==> config.mk <==
export PLATFORM = sky130hd
export DESIGN_NAME = system_clock_mode_control
export DESIGN_NICKNAME = d
export VERILOG_FILES = /design/src/core/clock_mode_pkg.sv /design/src/core/system_clock_mode_control.sv
export SDC_FILE = /design/constraint.sdc
export NUM_CORES = 1
export LEC_CHECK = 0
export ABC_AREA = 0
export BUFFER_PORTS_ARGS = -buffer_cell sky130_fd_sc_hd__buf_2
export CAP_MARGIN = 20
export CORE_MARGIN = 3
export CORE_UTILIZATION = 56
export CTS_CLUSTER_SIZE = 24
export DETAILED_ROUTE_END_ITERATION = 8
export PLACE_DENSITY = 0.86
export SLEW_MARGIN = 10
export SYNTH_ARGS = -nofsm -noshare
export SYNTH_HDL_FRONTEND = slang
export SYNTH_SLANG_ARGS = --single-unit
==> constraint.sdc <==
create_clock -name sys_clk -period 7.4 [get_ports sys_clk]
set_input_delay 0.37 -clock sys_clk [delete_from_list [all_inputs] [get_ports sys_clk]]
set_output_delay 0.37 -clock sys_clk [all_outputs]
set_load 0.01 [all_outputs]
==> src/core/clock_mode_pkg.sv <==
/*
  Shared constants and types for the system clock and operating mode
  control block: register offsets, field positions, reset values, mode
  and switch state enumerations.
  Assumes an APB register bus with 8-bit byte addresses, 32-bit data.
*/
package clock_mode_pkg;

  // ----------------------------------------------------------------
  // register offsets
  // ----------------------------------------------------------------
  localparam logic [7:0] main_ctrl_off = 8'h00;
  localparam logic [7:0] aux_ctrl_off  = 8'h04;
  localparam logic [7:0] irq_stat_off  = 8'h08;
  localparam logic [7:0] irq_mask_off  = 8'h0c;

  // ----------------------------------------------------------------
  // field positions
  // ----------------------------------------------------------------
  localparam int div_lsb    = 5;
  localparam int lto_bit    = 3;
  localparam int hto_bit    = 2;
  localparam int idle_on_halt_enable_bit  = 1;
  localparam int high_low_clock_select_bit  = 0;
  localparam int sysclk_keep_in_idle_bit = 7;
  localparam int d3_bit     = 3;
  localparam int low_voltage_reset_flag_bit   = 2;
  localparam int wrf_bit    = 0;
  localparam int irq_sw     = 0;
  localparam int irq_lvr    = 1;
  localparam int irq_wdt    = 2;

  // ----------------------------------------------------------------
  // reset values and timing counts
  // ----------------------------------------------------------------
  localparam logic [2:0] div_reset     = 3'h0;
  localparam logic       idle_on_halt_enable_reset   = 1'b1;
  localparam logic       high_low_clock_select_reset   = 1'b1;
  localparam logic       sysclk_keep_in_idle_reset  = 1'b0;
  localparam logic       d3_reset      = 1'b0;
  localparam logic       low_voltage_reset_flag_reset    = 1'b0;
  localparam logic       wrf_reset     = 1'b0;
  localparam logic [3:0] sel_fast      = 4'h8;
  localparam logic [2:0] switch_sys_n  = 3'h4;
  localparam logic [7:0] fast_settle_n = 8'h10;

  // ----------------------------------------------------------------
  // types
  // ----------------------------------------------------------------
  typedef struct packed {
    logic [2:0] div;
    logic       idle_on_halt_enable;
    logic       high_low_clock_select;
  } main_ctrl_t;

  typedef struct packed {
    logic sysclk_keep_in_idle;
    logic d3;
    logic low_voltage_reset_flag;
    logic watchdog_ctrl_reset_flag;
  } aux_ctrl_t;

  typedef enum logic [2:0] {
    full_speed_run, clocked_idle, stopped_idle,
    deep_sleep_no_watchdog, sleep_with_watchdog
  } power_mode_t;

  typedef enum logic [1:0] {
    sw_idle, sw_wait_sys, sw_wait_cur, sw_wait_tar
  } switch_state_t;

endpackage

==> src/core/system_clock_mode_control.sv <==
/*
  System clock source selection and halt mode control, with APB
  registers, oscillator ready flags, reset cause flags and interrupt.
  Assumes oscillator models deliver one-cycle tick pulses on sys_clk
  and that halt, wake and reset events arrive as one-cycle pulses.
*/
`timescale 1ns/10ps
`default_nettype none

module system_clock_mode_control
  import clock_mode_pkg::*;
#(
  parameter logic [7:0] fast_settle = fast_settle_n
)(
  // clock and reset
  input  wire logic       sys_clk,
  input  wire logic       rst_n,
  // apb slave
  input  wire logic       psel,
  input  wire logic       penable,
  input  wire logic       pwrite,
  input  wire logic [7:0] paddr,
  input  wire logic [31:0] pwdata,
  output logic [31:0]     prdata,
  output logic            pready,
  output logic            pslverr,
  // oscillators
  input  wire logic       fast_osc_tick,
  input  wire logic       slow_osc_tick,
  output logic            fast_osc_en,
  output logic            slow_osc_en,
  // cpu and peripherals
  input  wire logic       halt_req,
  input  wire logic       wake_req,
  input  wire logic       watchdog_on,
  output logic            cpu_clk_tick,
  output logic            sys_clk_tick,
  output logic [5:0]      timer_clk_tick,
  // reset causes and interrupt
  input  wire logic       lvr_reset_event,
  input  wire logic       wdt_ctrl_reset_event,
  output logic            irq
);

  // ----------------------------------------------------------------
  // state
  // ----------------------------------------------------------------
  main_ctrl_t    ctrl;
  aux_ctrl_t     aux;
  power_mode_t   mode;
  switch_state_t sw_state;
  logic [3:0]    active;
  logic [3:0]    tgt;
  logic [3:0]    req;
  logic [2:0]    sys_cnt;
  logic [7:0]    settle_cnt;
  logic [5:0]    fcnt;
  logic [5:0]    fdiv_tick;
  logic [2:0]    irq_stat;
  logic [2:0]    irq_mask;
  logic          low_osc_ready_flag;
  logic          high_osc_ready_flag;
  logic          sw_done;
  logic          sys_src_tick;
  logic          cur_tick;
  logic          tar_tick;
  logic          wr;
  logic          setup;
  logic          unmapped;
  logic [31:0]   rd_word;

  // slow source for codes 000 and 001
  function automatic logic is_slow(input logic [3:0] s);
    return !s[3] && (s[2:1] == 2'b00);
  endfunction

  function automatic logic src_tick(input logic [3:0] s,
                                    input logic f,
                                    input logic l,
                                    input logic [5:0] d);
    logic [2:0] idx;
    idx = 3'h7 - s[2:0];
    if (s[3])
      return f;
    else if (is_slow(s))
      return l;
    else
      return d[idx];
  endfunction

  // ----------------------------------------------------------------
  // fast clock dividers
  // ----------------------------------------------------------------
  always_ff @(posedge sys_clk or negedge rst_n)
    if (!rst_n)
      fcnt <= 6'h00;
    else if (fast_osc_tick)
      fcnt <= fcnt + 6'h01;

  genvar k;
  generate
    for (k = 0; k < 6; k++)
    begin : g_div
      assign fdiv_tick[k] = fast_osc_tick && (&fcnt[k:0]);
    end
  endgenerate

  // timer clocks die with the fast oscillator
  assign timer_clk_tick = fast_osc_en ? fdiv_tick : 6'h00;

  // ----------------------------------------------------------------
  // source selection and switching
  // ----------------------------------------------------------------
  assign req = ctrl.high_low_clock_select ? sel_fast : {1'b0, ctrl.div};
  assign sys_src_tick = src_tick(active, fast_osc_tick,
                                 slow_osc_tick, fdiv_tick);
  assign cur_tick = sys_src_tick;
  // the target edge is only trusted once its oscillator is stable
  assign tar_tick = src_tick(tgt, fast_osc_tick, slow_osc_tick,
                             fdiv_tick) && (is_slow(tgt) ? low_osc_ready_flag : high_osc_ready_flag);

  always_ff @(posedge sys_clk or negedge rst_n)
    if (!rst_n)
    begin
      sw_state <= sw_idle;
      active   <= sel_fast;
      tgt      <= sel_fast;
      sys_cnt  <= 3'h0;
      sw_done  <= 1'b0;
    end
    else
    begin
      sw_done <= 1'b0;
      unique case (sw_state)
        sw_idle:
          if (req != active)
          begin
            tgt      <= req;
            sys_cnt  <= 3'h0;
            sw_state <= sw_wait_sys;
          end
        sw_wait_sys:
          if (sys_cnt == switch_sys_n)
            sw_state <= sw_wait_cur;
          else if (sys_src_tick)
            sys_cnt <= sys_cnt + 3'h1;
        sw_wait_cur:
          if (cur_tick)
            sw_state <= sw_wait_tar;
        sw_wait_tar:
          if (tar_tick)
          begin
            active   <= tgt;
            sw_done  <= 1'b1;
            sw_state <= sw_idle;
          end
      endcase
    end

  // ----------------------------------------------------------------
  // operating mode
  // ----------------------------------------------------------------
  always_ff @(posedge sys_clk or negedge rst_n)
    if (!rst_n)
      mode <= full_speed_run;
    else
      unique case (mode)
        full_speed_run:
          if (halt_req)
          begin
            if (ctrl.idle_on_halt_enable)
              mode <= aux.sysclk_keep_in_idle ? clocked_idle : stopped_idle;
            else
              mode <= watchdog_on ? sleep_with_watchdog
                                  : deep_sleep_no_watchdog;
          end
        clocked_idle, stopped_idle,
        deep_sleep_no_watchdog, sleep_with_watchdog:
          if (wake_req)
            mode <= full_speed_run;
      endcase

  // fast oscillator runs only while a fast source is used or targeted
  assign fast_osc_en = (mode == full_speed_run || mode == clocked_idle)
                       && (!is_slow(active) ||
                           (sw_state != sw_idle && !is_slow(tgt)));
  assign slow_osc_en = (mode != deep_sleep_no_watchdog);

  assign cpu_clk_tick = sys_src_tick && (mode == full_speed_run);
  assign sys_clk_tick = sys_src_tick && (mode == full_speed_run ||
                                         mode == clocked_idle);

  // ----------------------------------------------------------------
  // oscillator ready flags
  // ----------------------------------------------------------------
  always_ff @(posedge sys_clk or negedge rst_n)
    if (!rst_n)
      low_osc_ready_flag <= 1'b0;
    else if (!slow_osc_en)
      low_osc_ready_flag <= 1'b0;
    else if (slow_osc_tick)
      low_osc_ready_flag <= 1'b1;

  always_ff @(posedge sys_clk or negedge rst_n)
    if (!rst_n)
    begin
      high_osc_ready_flag        <= 1'b0;
      settle_cnt <= 8'h00;
    end
    else if (!fast_osc_en)
    begin
      high_osc_ready_flag        <= 1'b0;
      settle_cnt <= 8'h00;
    end
    else if (fast_osc_tick && !high_osc_ready_flag)
    begin
      settle_cnt <= settle_cnt + 8'h01;
      if (settle_cnt == fast_settle - 8'h01)
        high_osc_ready_flag <= 1'b1;
    end

  // ----------------------------------------------------------------
  // apb register access
  // ----------------------------------------------------------------
  assign setup   = psel && !penable;
  assign wr      = psel && penable && pwrite;
  assign pready  = 1'b1;
  assign pslverr = psel && penable && unmapped;

  always_comb
  begin
    rd_word  = 32'h0;
    unmapped = 1'b0;
    case (paddr)
      main_ctrl_off:
      begin
        rd_word[div_lsb +: 3] = ctrl.div;
        rd_word[lto_bit]      = low_osc_ready_flag;
        rd_word[hto_bit]      = high_osc_ready_flag;
        rd_word[idle_on_halt_enable_bit]    = ctrl.idle_on_halt_enable;
        rd_word[high_low_clock_select_bit]    = ctrl.high_low_clock_select;
      end
      aux_ctrl_off:
      begin
        rd_word[sysclk_keep_in_idle_bit] = aux.sysclk_keep_in_idle;
        rd_word[d3_bit]     = aux.d3;
        rd_word[low_voltage_reset_flag_bit]   = aux.low_voltage_reset_flag;
        rd_word[wrf_bit]    = aux.watchdog_ctrl_reset_flag;
      end
      irq_stat_off: rd_word[2:0] = irq_stat;
      irq_mask_off: rd_word[2:0] = irq_mask;
      default:      unmapped = 1'b1;
    endcase
  end

  // read data is captured in the setup cycle so it is a flop output
  always_ff @(posedge sys_clk or negedge rst_n)
    if (!rst_n)
      prdata <= 32'h0;
    else if (setup && !pwrite)
      prdata <= rd_word;

  always_ff @(posedge sys_clk or negedge rst_n)
    if (!rst_n)
    begin
      ctrl.div   <= div_reset;
      ctrl.idle_on_halt_enable <= idle_on_halt_enable_reset;
      ctrl.high_low_clock_select <= high_low_clock_select_reset;
    end
    else if (wr && paddr == main_ctrl_off)
    begin
      ctrl.div   <= pwdata[div_lsb +: 3];
      ctrl.idle_on_halt_enable <= pwdata[idle_on_halt_enable_bit];
      ctrl.high_low_clock_select <= pwdata[high_low_clock_select_bit];
    end

  always_ff @(posedge sys_clk or negedge rst_n)
    if (!rst_n)
    begin
      aux.sysclk_keep_in_idle <= sysclk_keep_in_idle_reset;
      aux.d3     <= d3_reset;
    end
    else if (wr && paddr == aux_ctrl_off)
    begin
      aux.sysclk_keep_in_idle <= pwdata[sysclk_keep_in_idle_bit];
      aux.d3     <= pwdata[d3_bit];
    end

  // reset cause flags: a write of one keeps, zero clears, event wins
  always_ff @(posedge sys_clk or negedge rst_n)
    if (!rst_n)
    begin
      aux.low_voltage_reset_flag <= low_voltage_reset_flag_reset;
      aux.watchdog_ctrl_reset_flag  <= wrf_reset;
    end
    else
    begin
      if (lvr_reset_event)
        aux.low_voltage_reset_flag <= 1'b1;
      else if (wr && paddr == aux_ctrl_off && !pwdata[low_voltage_reset_flag_bit])
        aux.low_voltage_reset_flag <= 1'b0;
      if (wdt_ctrl_reset_event)
        aux.watchdog_ctrl_reset_flag <= 1'b1;
      else if (wr && paddr == aux_ctrl_off && !pwdata[wrf_bit])
        aux.watchdog_ctrl_reset_flag <= 1'b0;
    end

  // ----------------------------------------------------------------
  // interrupt
  // ----------------------------------------------------------------
  always_ff @(posedge sys_clk or negedge rst_n)
    if (!rst_n)
      irq_stat <= 3'h0;
    else
      irq_stat <= (irq_stat & ~((wr && paddr == irq_stat_off)
                                ? pwdata[2:0] : 3'h0))
                  | {wdt_ctrl_reset_event, lvr_reset_event, sw_done};

  always_ff @(posedge sys_clk or negedge rst_n)
    if (!rst_n)
      irq_mask <= 3'h0;
    else if (wr && paddr == irq_mask_off)
      irq_mask <= pwdata[2:0];

  assign irq = |(irq_stat & irq_mask);
endmodule // system_clock_mode_control

`default_nettype wire

==> qor.csv, run 1 <==
metric,value,unit
post_cts_buffers,0,
cts_root_buffer,clkbuf_8,
met1_length,2530,um
vias,2348,
die_y,81.2,um
dpl-instance-area,3350,um2
fin_ws,4.53,ns
max-cap-violations,0,
clk_latency,0.31,ns
fin_crit,2.87,ns
cts_resized,0,
final_nets,419,
synth.area.top_cells,"dfrtp_1 40%, mux2_2 7.1%, buf_4 6.2%, ha_1 3.9%, nand2_1 3.6%",
clk_path_buf_depth,2,
cts_buffers,5,
avgSynthCellArea,10.1,um2
r2r_start,fcnt[0],
maxSlewViolCount,0,
synth_edf_count,0,
ys_dominant_reg_cell,dfrtp_1,
tns,0,ns
antenna_found_initial,0,
yosysWarnings,0,
finalSetupViolations,0,
htreeDepth,2,
reg2reg_slack,4.75,ns
path_clk_slew,0.10,ns
fillCellCount,420,
cts_tree,done,
place_ws,4.80,ns
ys_ff_latch,55,
netlist_area,3170,um2
cp-startpoint,fcnt[0],
synth_cell_types,60,
stdcell_area,3440,um2
min-delay-path-class,in2async,
seq_area,1380,um2
cp-end-kind,primary output,
drc,0,
seq_area_frac_synth,0.436,
rsz0062_at_grt,no,
initial_core_util,0.598,
grt_usage,0.188,
ant_nets,0,
hold_viol,0,
ys_async_sr_fraction,1.00,
die_x,81.2,um
tightest_slew,0.675,ns
critPathMaxFanout,6,
place_hpwl,4410,um
gp_congestion,0.816,
fin_skew,0.00456,ns
ios,97,
drtPass1Iterations,5,
rows,26,
diodes,0,
clock.fmax,348,MHz
overflow,0,
status,"finished, final reports clean",
top_layer_used,met4,
fin_crit_sh,0.388,
clock_sinks,55,
syn_to_final_growth,8.57,%
vias_per_cell,5.49,
multi_input_area,1600,um2
core-area,5300,um2
grt_pass1_vias,2134,
synth_cells,314,
drive_gt1_frac,0.254,
wl_met3,198,um
dr_wl_met2,3100,um
slew_headroom,0.550,
ir_worst_vdd,0.151,mV
fp.dieArea,6600,um2
grt_pass1_wl,9700,um
power.density,235,nW/um2
final_util,0.649,
start_kind,flip-flop,
yosys.area.top_type,dfrtp_1,
ctsHoldBuffers,0,
wl_per_cell,13.8,um
first_iter_violations,123,
required,7.03,ns
crit_type,reg2out,
yosysTopAreaCellShare,0.403,
io_buffers,45,
cp.arrival,2.50,ns
p_leak,0.00167,uW
wl,5910,um
grt_max_degree,56,
-- state kept, by name, summed over array words and instances, names as in the netlist --
signal	count
low_osc_ready_flag	1
fcnt	6
aux	4
irq_mask	3
sw_state	2
sys_cnt	3
irq_stat	3
high_osc_ready_flag	1
active	4
sw_done	1
tgt	4
ctrl	5
prdata	7
mode	3
settle_cnt	8
-- report_power, final --
| part | internal [uW] | switching [uW] |
|---|---|---|
| logic | 112 | 127 |
| registers | 344 | 51.3 |
| clock network | 76.9 | 95.7 |
| total | 533 | 274 |
-- layer usage --
metal  GRT usage  up-vias
li1            -     1143
met4      0.0557        0
met3      0.0299        7
met2       0.336       46
met1       0.233     1152
met5           0        -
-- metrics by stage --
step	hold WS [ns]	power (uW)	instances
after detailed placement	0.423	640	420
after global placement	0.430	623	420
after CTS	0.205	810	428
after global routing	0.224	858	428
final	0.178	807	428
after floorplan	0.0744	581	338
-- synth_stat cells (all sizes together), types with 2 or more instances --
cell / count
xor2: 8
o32ai: 2
conb: 2
nand2: 30
o211ai: 2
nand3: 6
dfstp: 4
and3: 7
xnor2: 3
a31oi: 2
nor2: 27
nand4: 4
nor4: 3
mux2: 22
ha: 10
a22oi: 3
buf: 28
or3: 2
a21o: 4
o21ai: 16
dfrtp: 51
mux2i: 3
nor3: 9
clkbuf: 6
a22o: 6
mux4: 2
nand2b: 7
inv: 13
nor2b: 4
a21oi: 6
a211oi: 3
-- layout by cell type, fill, tap and decap left out, types with 4 or more instances in the layout --
cell type | netlist | final
buf_2 | 1 | 45
nand3_1 | 5 | 5
dfrtp_1 | 51 | 51
nor3_1 | 8 | 8
nor2_1 | 26 | 26
nand4_1 | 4 | 4
dfstp_2 | 4 | 4
inv_1 | 13 | 13
xor2_1 | 8 | 8
o21ai_0 | 15 | 15
ha_1 | 10 | 10
conb_1 | 2 | 26
mux2_2 | 20 | 20
nor2b_1 | 4 | 4
a21oi_1 | 5 | 5
clkbuf_8 | 0 | 6
nand2b_1 | 7 | 7
a22o_1 | 6 | 6
a21o_1 | 4 | 4
and3_1 | 7 | 7
nand2_1 | 30 | 30
-- worst max-delay path, stage by stage, from the launching register on --
cell,delay (ns)
dfrtp_1,0.46
ha_1,0.30
nand3_1,0.17
inv_1,0.06
ha_1,0.22
nand4b_1,0.13
o211ai_2,0.09
a211oi_2,0.50
nor4_1,0.10
buf_2,0.16
-- cell type report --
class | instances | share of cell area
clock buffer | 7 | 0.0251
clock inverter | 1 | 0.00255
inverter | 13 | 0.0142
multi-input combinational | 236 | 0.464
sequential | 55 | 0.401
tap | 70 | 0.0255
timing repair buffer | 46 | 0.0676
-- path summary, 6_finish.rpt --
kind | end | cells past startpoint
worst max-delay path | cpu_clk_tick | 9
worst min-delay path | settle_cnt[2] | 2
min in group sys_clk | irq_stat[1] | 2
worst max register to register | active[1] | 10
max in group asynchronous | prdata[0] | 2
worst min register to register | irq_stat[0] | 1
-- logic make-up (layout without fill, tap and decap cells) --
kind of cell	Yosys count	in the layout	share of synthesized area
flip-flops	55	55	0.436
AO/OA/AOI/OAI	53	53	0.120
XOR/XNOR	11	11	0.0304
AND/OR/NAND/NOR	109	109	0.178
adder cells (fa/ha/maj)	10	10	0.0395
other	2	26	0.00237
multiplexers	27	27	0.104
buffers and inverters	47	67	0.0892
Power figures use the tool's default switching activity.
==> run 2, diff against run 1 <==
- CORE_UTILIZATION: 56 -> 47
- PLACE_DENSITY: 0.86 -> 0.77
- clock period: 7.4 -> 2.4 ns (I/O delays scaled with it)
==> run 2 against run 1 <==
  * Non-clock buffer count increased by 8
  * Die area increased by 18%
  * Worst hold slack got worse by 0.17 ns
  * Cell count increased by 3.5%
  * Setup slack got worse by 4.4 ns
  * Power increased to 3.3 times the previous value
  * Clock-buffer cell count decreased by 1
  * Design area increased by 3.6%
  * Critical endpoint unchanged
==> qor.csv, run 2 (same netlist as run 1, synthesis figures left out) <==
metric,value,unit
clk_path_buf_depth,2,
core-area,6460,um2
wl,6110,um
gp_congestion,0.854,
antenna_found_initial,0,
finalPower,2680,uW
ant_nets,0,
seq_area,1380,um2
fin_crit_sh,0.955,
power.density,753,nW/um2
slowest_delay,0.38,ns
path_cells,ha_2 -> buf_4 -> ha_1 -> a21oi_1 -> a211oi_2 -> a211oi_4 -> nor4_1 -> buf_2,
fin_ws,0.109,ns
crit_type,reg2out,
reg_top3,"settle_cnt (8), prdata (7), fcnt (6)",
status,"finished, final reports clean",
top_register,settle_cnt,
fillCellCount,541,
clock.fmax,436,MHz
grt_pass1_wl,10400,um
syn_to_final_growth,12.5,%
maxSlewViolCount,0,
cts_root_buffer,clkbuf_8,
drive_gt1_frac,0.287,
drtPass1Iterations,4,
place_ws,0.00400,ns
place_hpwl,4660,um
io_buffers,45,
max-cap-violations,0,
layout_commonest_cell,dfrtp_1,
required,2.28,ns
start_kind,flip-flop,
multi_input_area,1620,um2
overflow,0,
htreeDepth,2,
finalSetupViolations,0,
hold_viol,0,
cp-end-kind,primary output,
vias_per_cell,5.29,
rsz0062_at_grt,yes,
slowest_stage,dfrtp_1,
ir_worst_vdd,0.440,mV
final_cell_mix,"51 x dfrtp_1, 45 x buf_2, 28 x nand2_1",
grt_pass1_vias,2262,
die_x,88.1,um
clk_latency,0.30,ns
path_clk_slew,0.10,ns
grt_max_degree,42,
fp.dieArea,7760,um2
p_leak,0.00172,uW
initial_core_util,0.491,
diodes,0,
final_nets,427,
critPathMaxFanout,5,
clock_sinks,55,
first_iter_violations,107,
rows,29,
grt_usage,0.166,
largest_register_ffs,8,
tightest_slew,0.907,ns
vias,2345,
cts_buffers,5,
wl_per_cell,13.8,um
cts_tree,done,
die_y,88.1,um
ios,97,
min-delay-path-class,in2reg,
fin_skew,0.00712,ns
cp.arrival,2.17,ns
drc,0,
slew_headroom,0.395,
fin_crit,2.29,ns
-- run 2: power breakdown --
part | internal, uW | switching, uW | leakage [uW]
logic | 404 | 433 | 0.000957
registers | 1060 | 141 | 0.000700
clock network | 344 | 301 | 0.0000618
total | 1810 | 876 | 0.00172
-- run 2: cell type report --
| type | instances | share of cell area |
|---|---|---|
| clock inverter | 2 | 0.0109 |
| sequential | 55 | 0.387 |
| timing repair buffer | 54 | 0.0828 |
| tap | 77 | 0.0270 |
| inverter | 13 | 0.0137 |
| clock buffer | 6 | 0.0232 |
| multi-input combinational | 236 | 0.455 |
-- run 2: final timing paths --
check,from,endpoint,slack (ns),cells after the start
worst min register to register,sw_done,irq_stat[0],0.45,1
worst max-delay path,fcnt[1],cpu_clk_tick,0.11,8
worst min-delay path,wdt_ctrl_reset_event,irq_stat[2],0.01,2
max in group asynchronous,rst_n,fcnt[3],1.26,3
worst max register to register,fcnt[1],sys_cnt[0],0.12,9
min in group asynchronous,rst_n,irq_mask[0],0.48,2
-- run 2: through the flow --
stage	cell area, um2	TNS [ns]	cells	util	hold WS, ns
after detailed placement	3390	0	432	0.525	0.297
after floorplan	3260	0	338	-	-0.176
after global routing	3570	-0.000912	443	0.552	0.0104
after global placement	3390	0	432	0.525	0.290
after CTS	3530	0	441	0.547	0.00921
final	3570	0	443	0.552	0.0122
-- run 2: repair_timing --
action | in CTS | in global routing
buffers inserted | 0 | 2
setup endpoints to repair | 5 | 12
hold buffers | 1 | 0
pin swaps | 0 | 2
resized for setup | 2 | 5
endpoints found under the hold margin | 35 | 0
-- run 2: worst max-delay path: cells and delay by family (launching register included) --
kind	cells	cell delay, ns
and+or+nand+nor	1	0.27
AOI/OAI and AO/OA	3	0.53
DFF	1	0.38
adders and majority gates	2	0.37
buffers and inverters	2	0.33
-- run 2: routing by layer --
metal,GRT usage,up-vias,part of all wire
met5,0,-,0
met4,0.0453,0,0.016
li1,-,1161,-
met1,0.229,1111,0.45
met2,0.276,61,0.50
met3,0.0226,12,0.040
==> run 3, diff against run 2 <==
- RECOVER_POWER: not set -> 25
==> run 3 against run 2 <==
  * Design area decreased by 0.35%
  * Clock power about the same
  * Combinational power decreased by 0.8%
  * Wire length decreased by 0.13%
  * Clock-buffer cell count unchanged
  * Critical path type unchanged
  * Largest power group unchanged
==> qor.csv, run 3 (same netlist as run 1, synthesis figures left out) <==
metric,value,unit
wl,6110,um
clk_latency,0.30,ns
maxSlewViolCount,0,
vias_per_cell,5.31,
cts_root_buffer,clkbuf_8,
core-area,6460,um2
reg_top3,"settle_cnt (8), prdata (7), fcnt (6)",
fillCellCount,542,
slowest_stage,dfrtp_1,
overflow,0,
final_nets,427,
syn_to_final_growth,12.1,%
max-cap-violations,0,
cts_tree,done,
required,2.28,ns
grt_pass1_wl,10400,um
fin_crit_sh,0.955,
first_iter_violations,105,
met2_usage,0.276,
whs,0.0121,ns
fp.dieArea,7760,um2
busiest_layer,met2,
ios,97,
die_x,88.1,um
cp.arrival,2.17,ns
drtPass1Iterations,4,
crit_type,reg2out,
wl_per_cell,13.8,um
rsz0062_at_grt,yes,
rows,29,
finalSetupViolations,0,
ir_worst_vdd,0.440,mV
die_y,88.1,um
top_register,settle_cnt,
ant_nets,0,
min-delay-path-class,in2reg,
largest_register_ffs,8,
cts_buffers,5,
antenna_found_initial,0,
hold_path_depth,2,
grt_usage,0.166,
slowest_delay,0.38,ns
tightest_slew,1.01,ns
met3_usage,0.0226,
clock.fmax,436,MHz
slew_headroom,0.327,
cp-end-kind,primary output,
clock_sinks,55,
final_cell_mix,"51 x dfrtp_1, 37 x buf_2, 28 x nand2_1",
start_kind,flip-flop,
grt_pass1_vias,2262,
fin_skew,0.00739,ns
io_buffers,45,
fin_crit,2.29,ns
clk_path_buf_depth,2,
drc,0,
htreeDepth,2,
vias,2351,
finalPower,2680,uW
diodes,0,
initial_core_util,0.491,
path_clk_slew,0.10,ns
path_cells,ha_2 -> buf_4 -> ha_1 -> a21oi_1 -> a211oi_2 -> a211oi_4 -> nor4_1 -> buf_2,
place_hpwl,4660,um
rr_worst_depth,9,
hold_viol,0,
status,"finished, final reports clean",
tns,0,ns
p_leak,0.00169,uW
gp_congestion,0.854,
grt_util_met1,0.229,
critPathMaxFanout,5,
power.density,753,nW/um2
grt_max_degree,42,
drive_gt1_frac,0.265,
layout_commonest_cell,dfrtp_1,
[run 3: metal layers]
metal  wire [um]  share of wire
met5           0              0
met4          97          0.016
met3         252          0.041
met2        3020           0.49
met1        2730           0.45
[run 3: layout make-up]
cell class	count	area [um2]	share of cell area
multi-input cells	236	1620	0.457
flip-flops and latches	55	1380	0.389
repair buffers	54	283	0.0796
well taps	77	96.3	0.0271
clock buffers	6	82.6	0.0232
inverters	13	48.8	0.0137
clock inverters	2	38.8	0.0109
[run 3: critical path, delay by kind of cell (launching register included)]
family / cells / cell delay [ns]
compound gates: 3 / 0.52
fa+ha+maj: 2 / 0.37
buf+inv: 2 / 0.33
flops: 1 / 0.38
simple gates: 1 / 0.27
[run 3: through the flow]
stage / util / setup slack [ns] / cells / area [um2]
after global routing: 0.550 / -0.000913 / 443 / 3550
after CTS: 0.547 / 0.00521 / 441 / 3530
after global placement: 0.525 / 0.0251 / 432 / 3390
final: 0.550 / 0.107 / 443 / 3550
after floorplan: - / 0.0199 / 338 / 3260
after detailed placement: 0.525 / 0.00400 / 432 / 3390
[run 3: path summary, 6_finish.rpt]
kind	end	slack (ns)	from
setup / recovery	cpu_clk_tick	0.11	fcnt[1]
hold / removal	irq_stat[2]	0.01	wdt_ctrl_reset_event
setup reg to reg	sys_cnt[0]	0.12	fcnt[1]
hold reg to reg	irq_stat[0]	0.45	sw_done
max in group asynchronous	fcnt[3]	1.18	rst_n
min in group asynchronous	irq_mask[0]	0.52	rst_n
[run 3: power breakdown]
| group | internal (uW) | total (uW) | leakage (uW) | switching, uW |
|---|---|---|---|---|
| logic | 397 | 830 | 0.000923 | 433 |
| registers | 1060 | 1200 | 0.000700 | 141 |
| clock network | 344 | 645 | 0.0000618 | 302 |
| total | 1800 | 2680 | 0.00169 | 875 |
[run 3: repair_timing]
item / in CTS / in global routing
buffers inserted: 0 / 2
endpoints found under the setup margin: 5 / 12
endpoints found under the hold margin: 35 / 0
hold buffers: 1 / 0
resized for setup: 2 / 5
pin swaps: 0 / 2
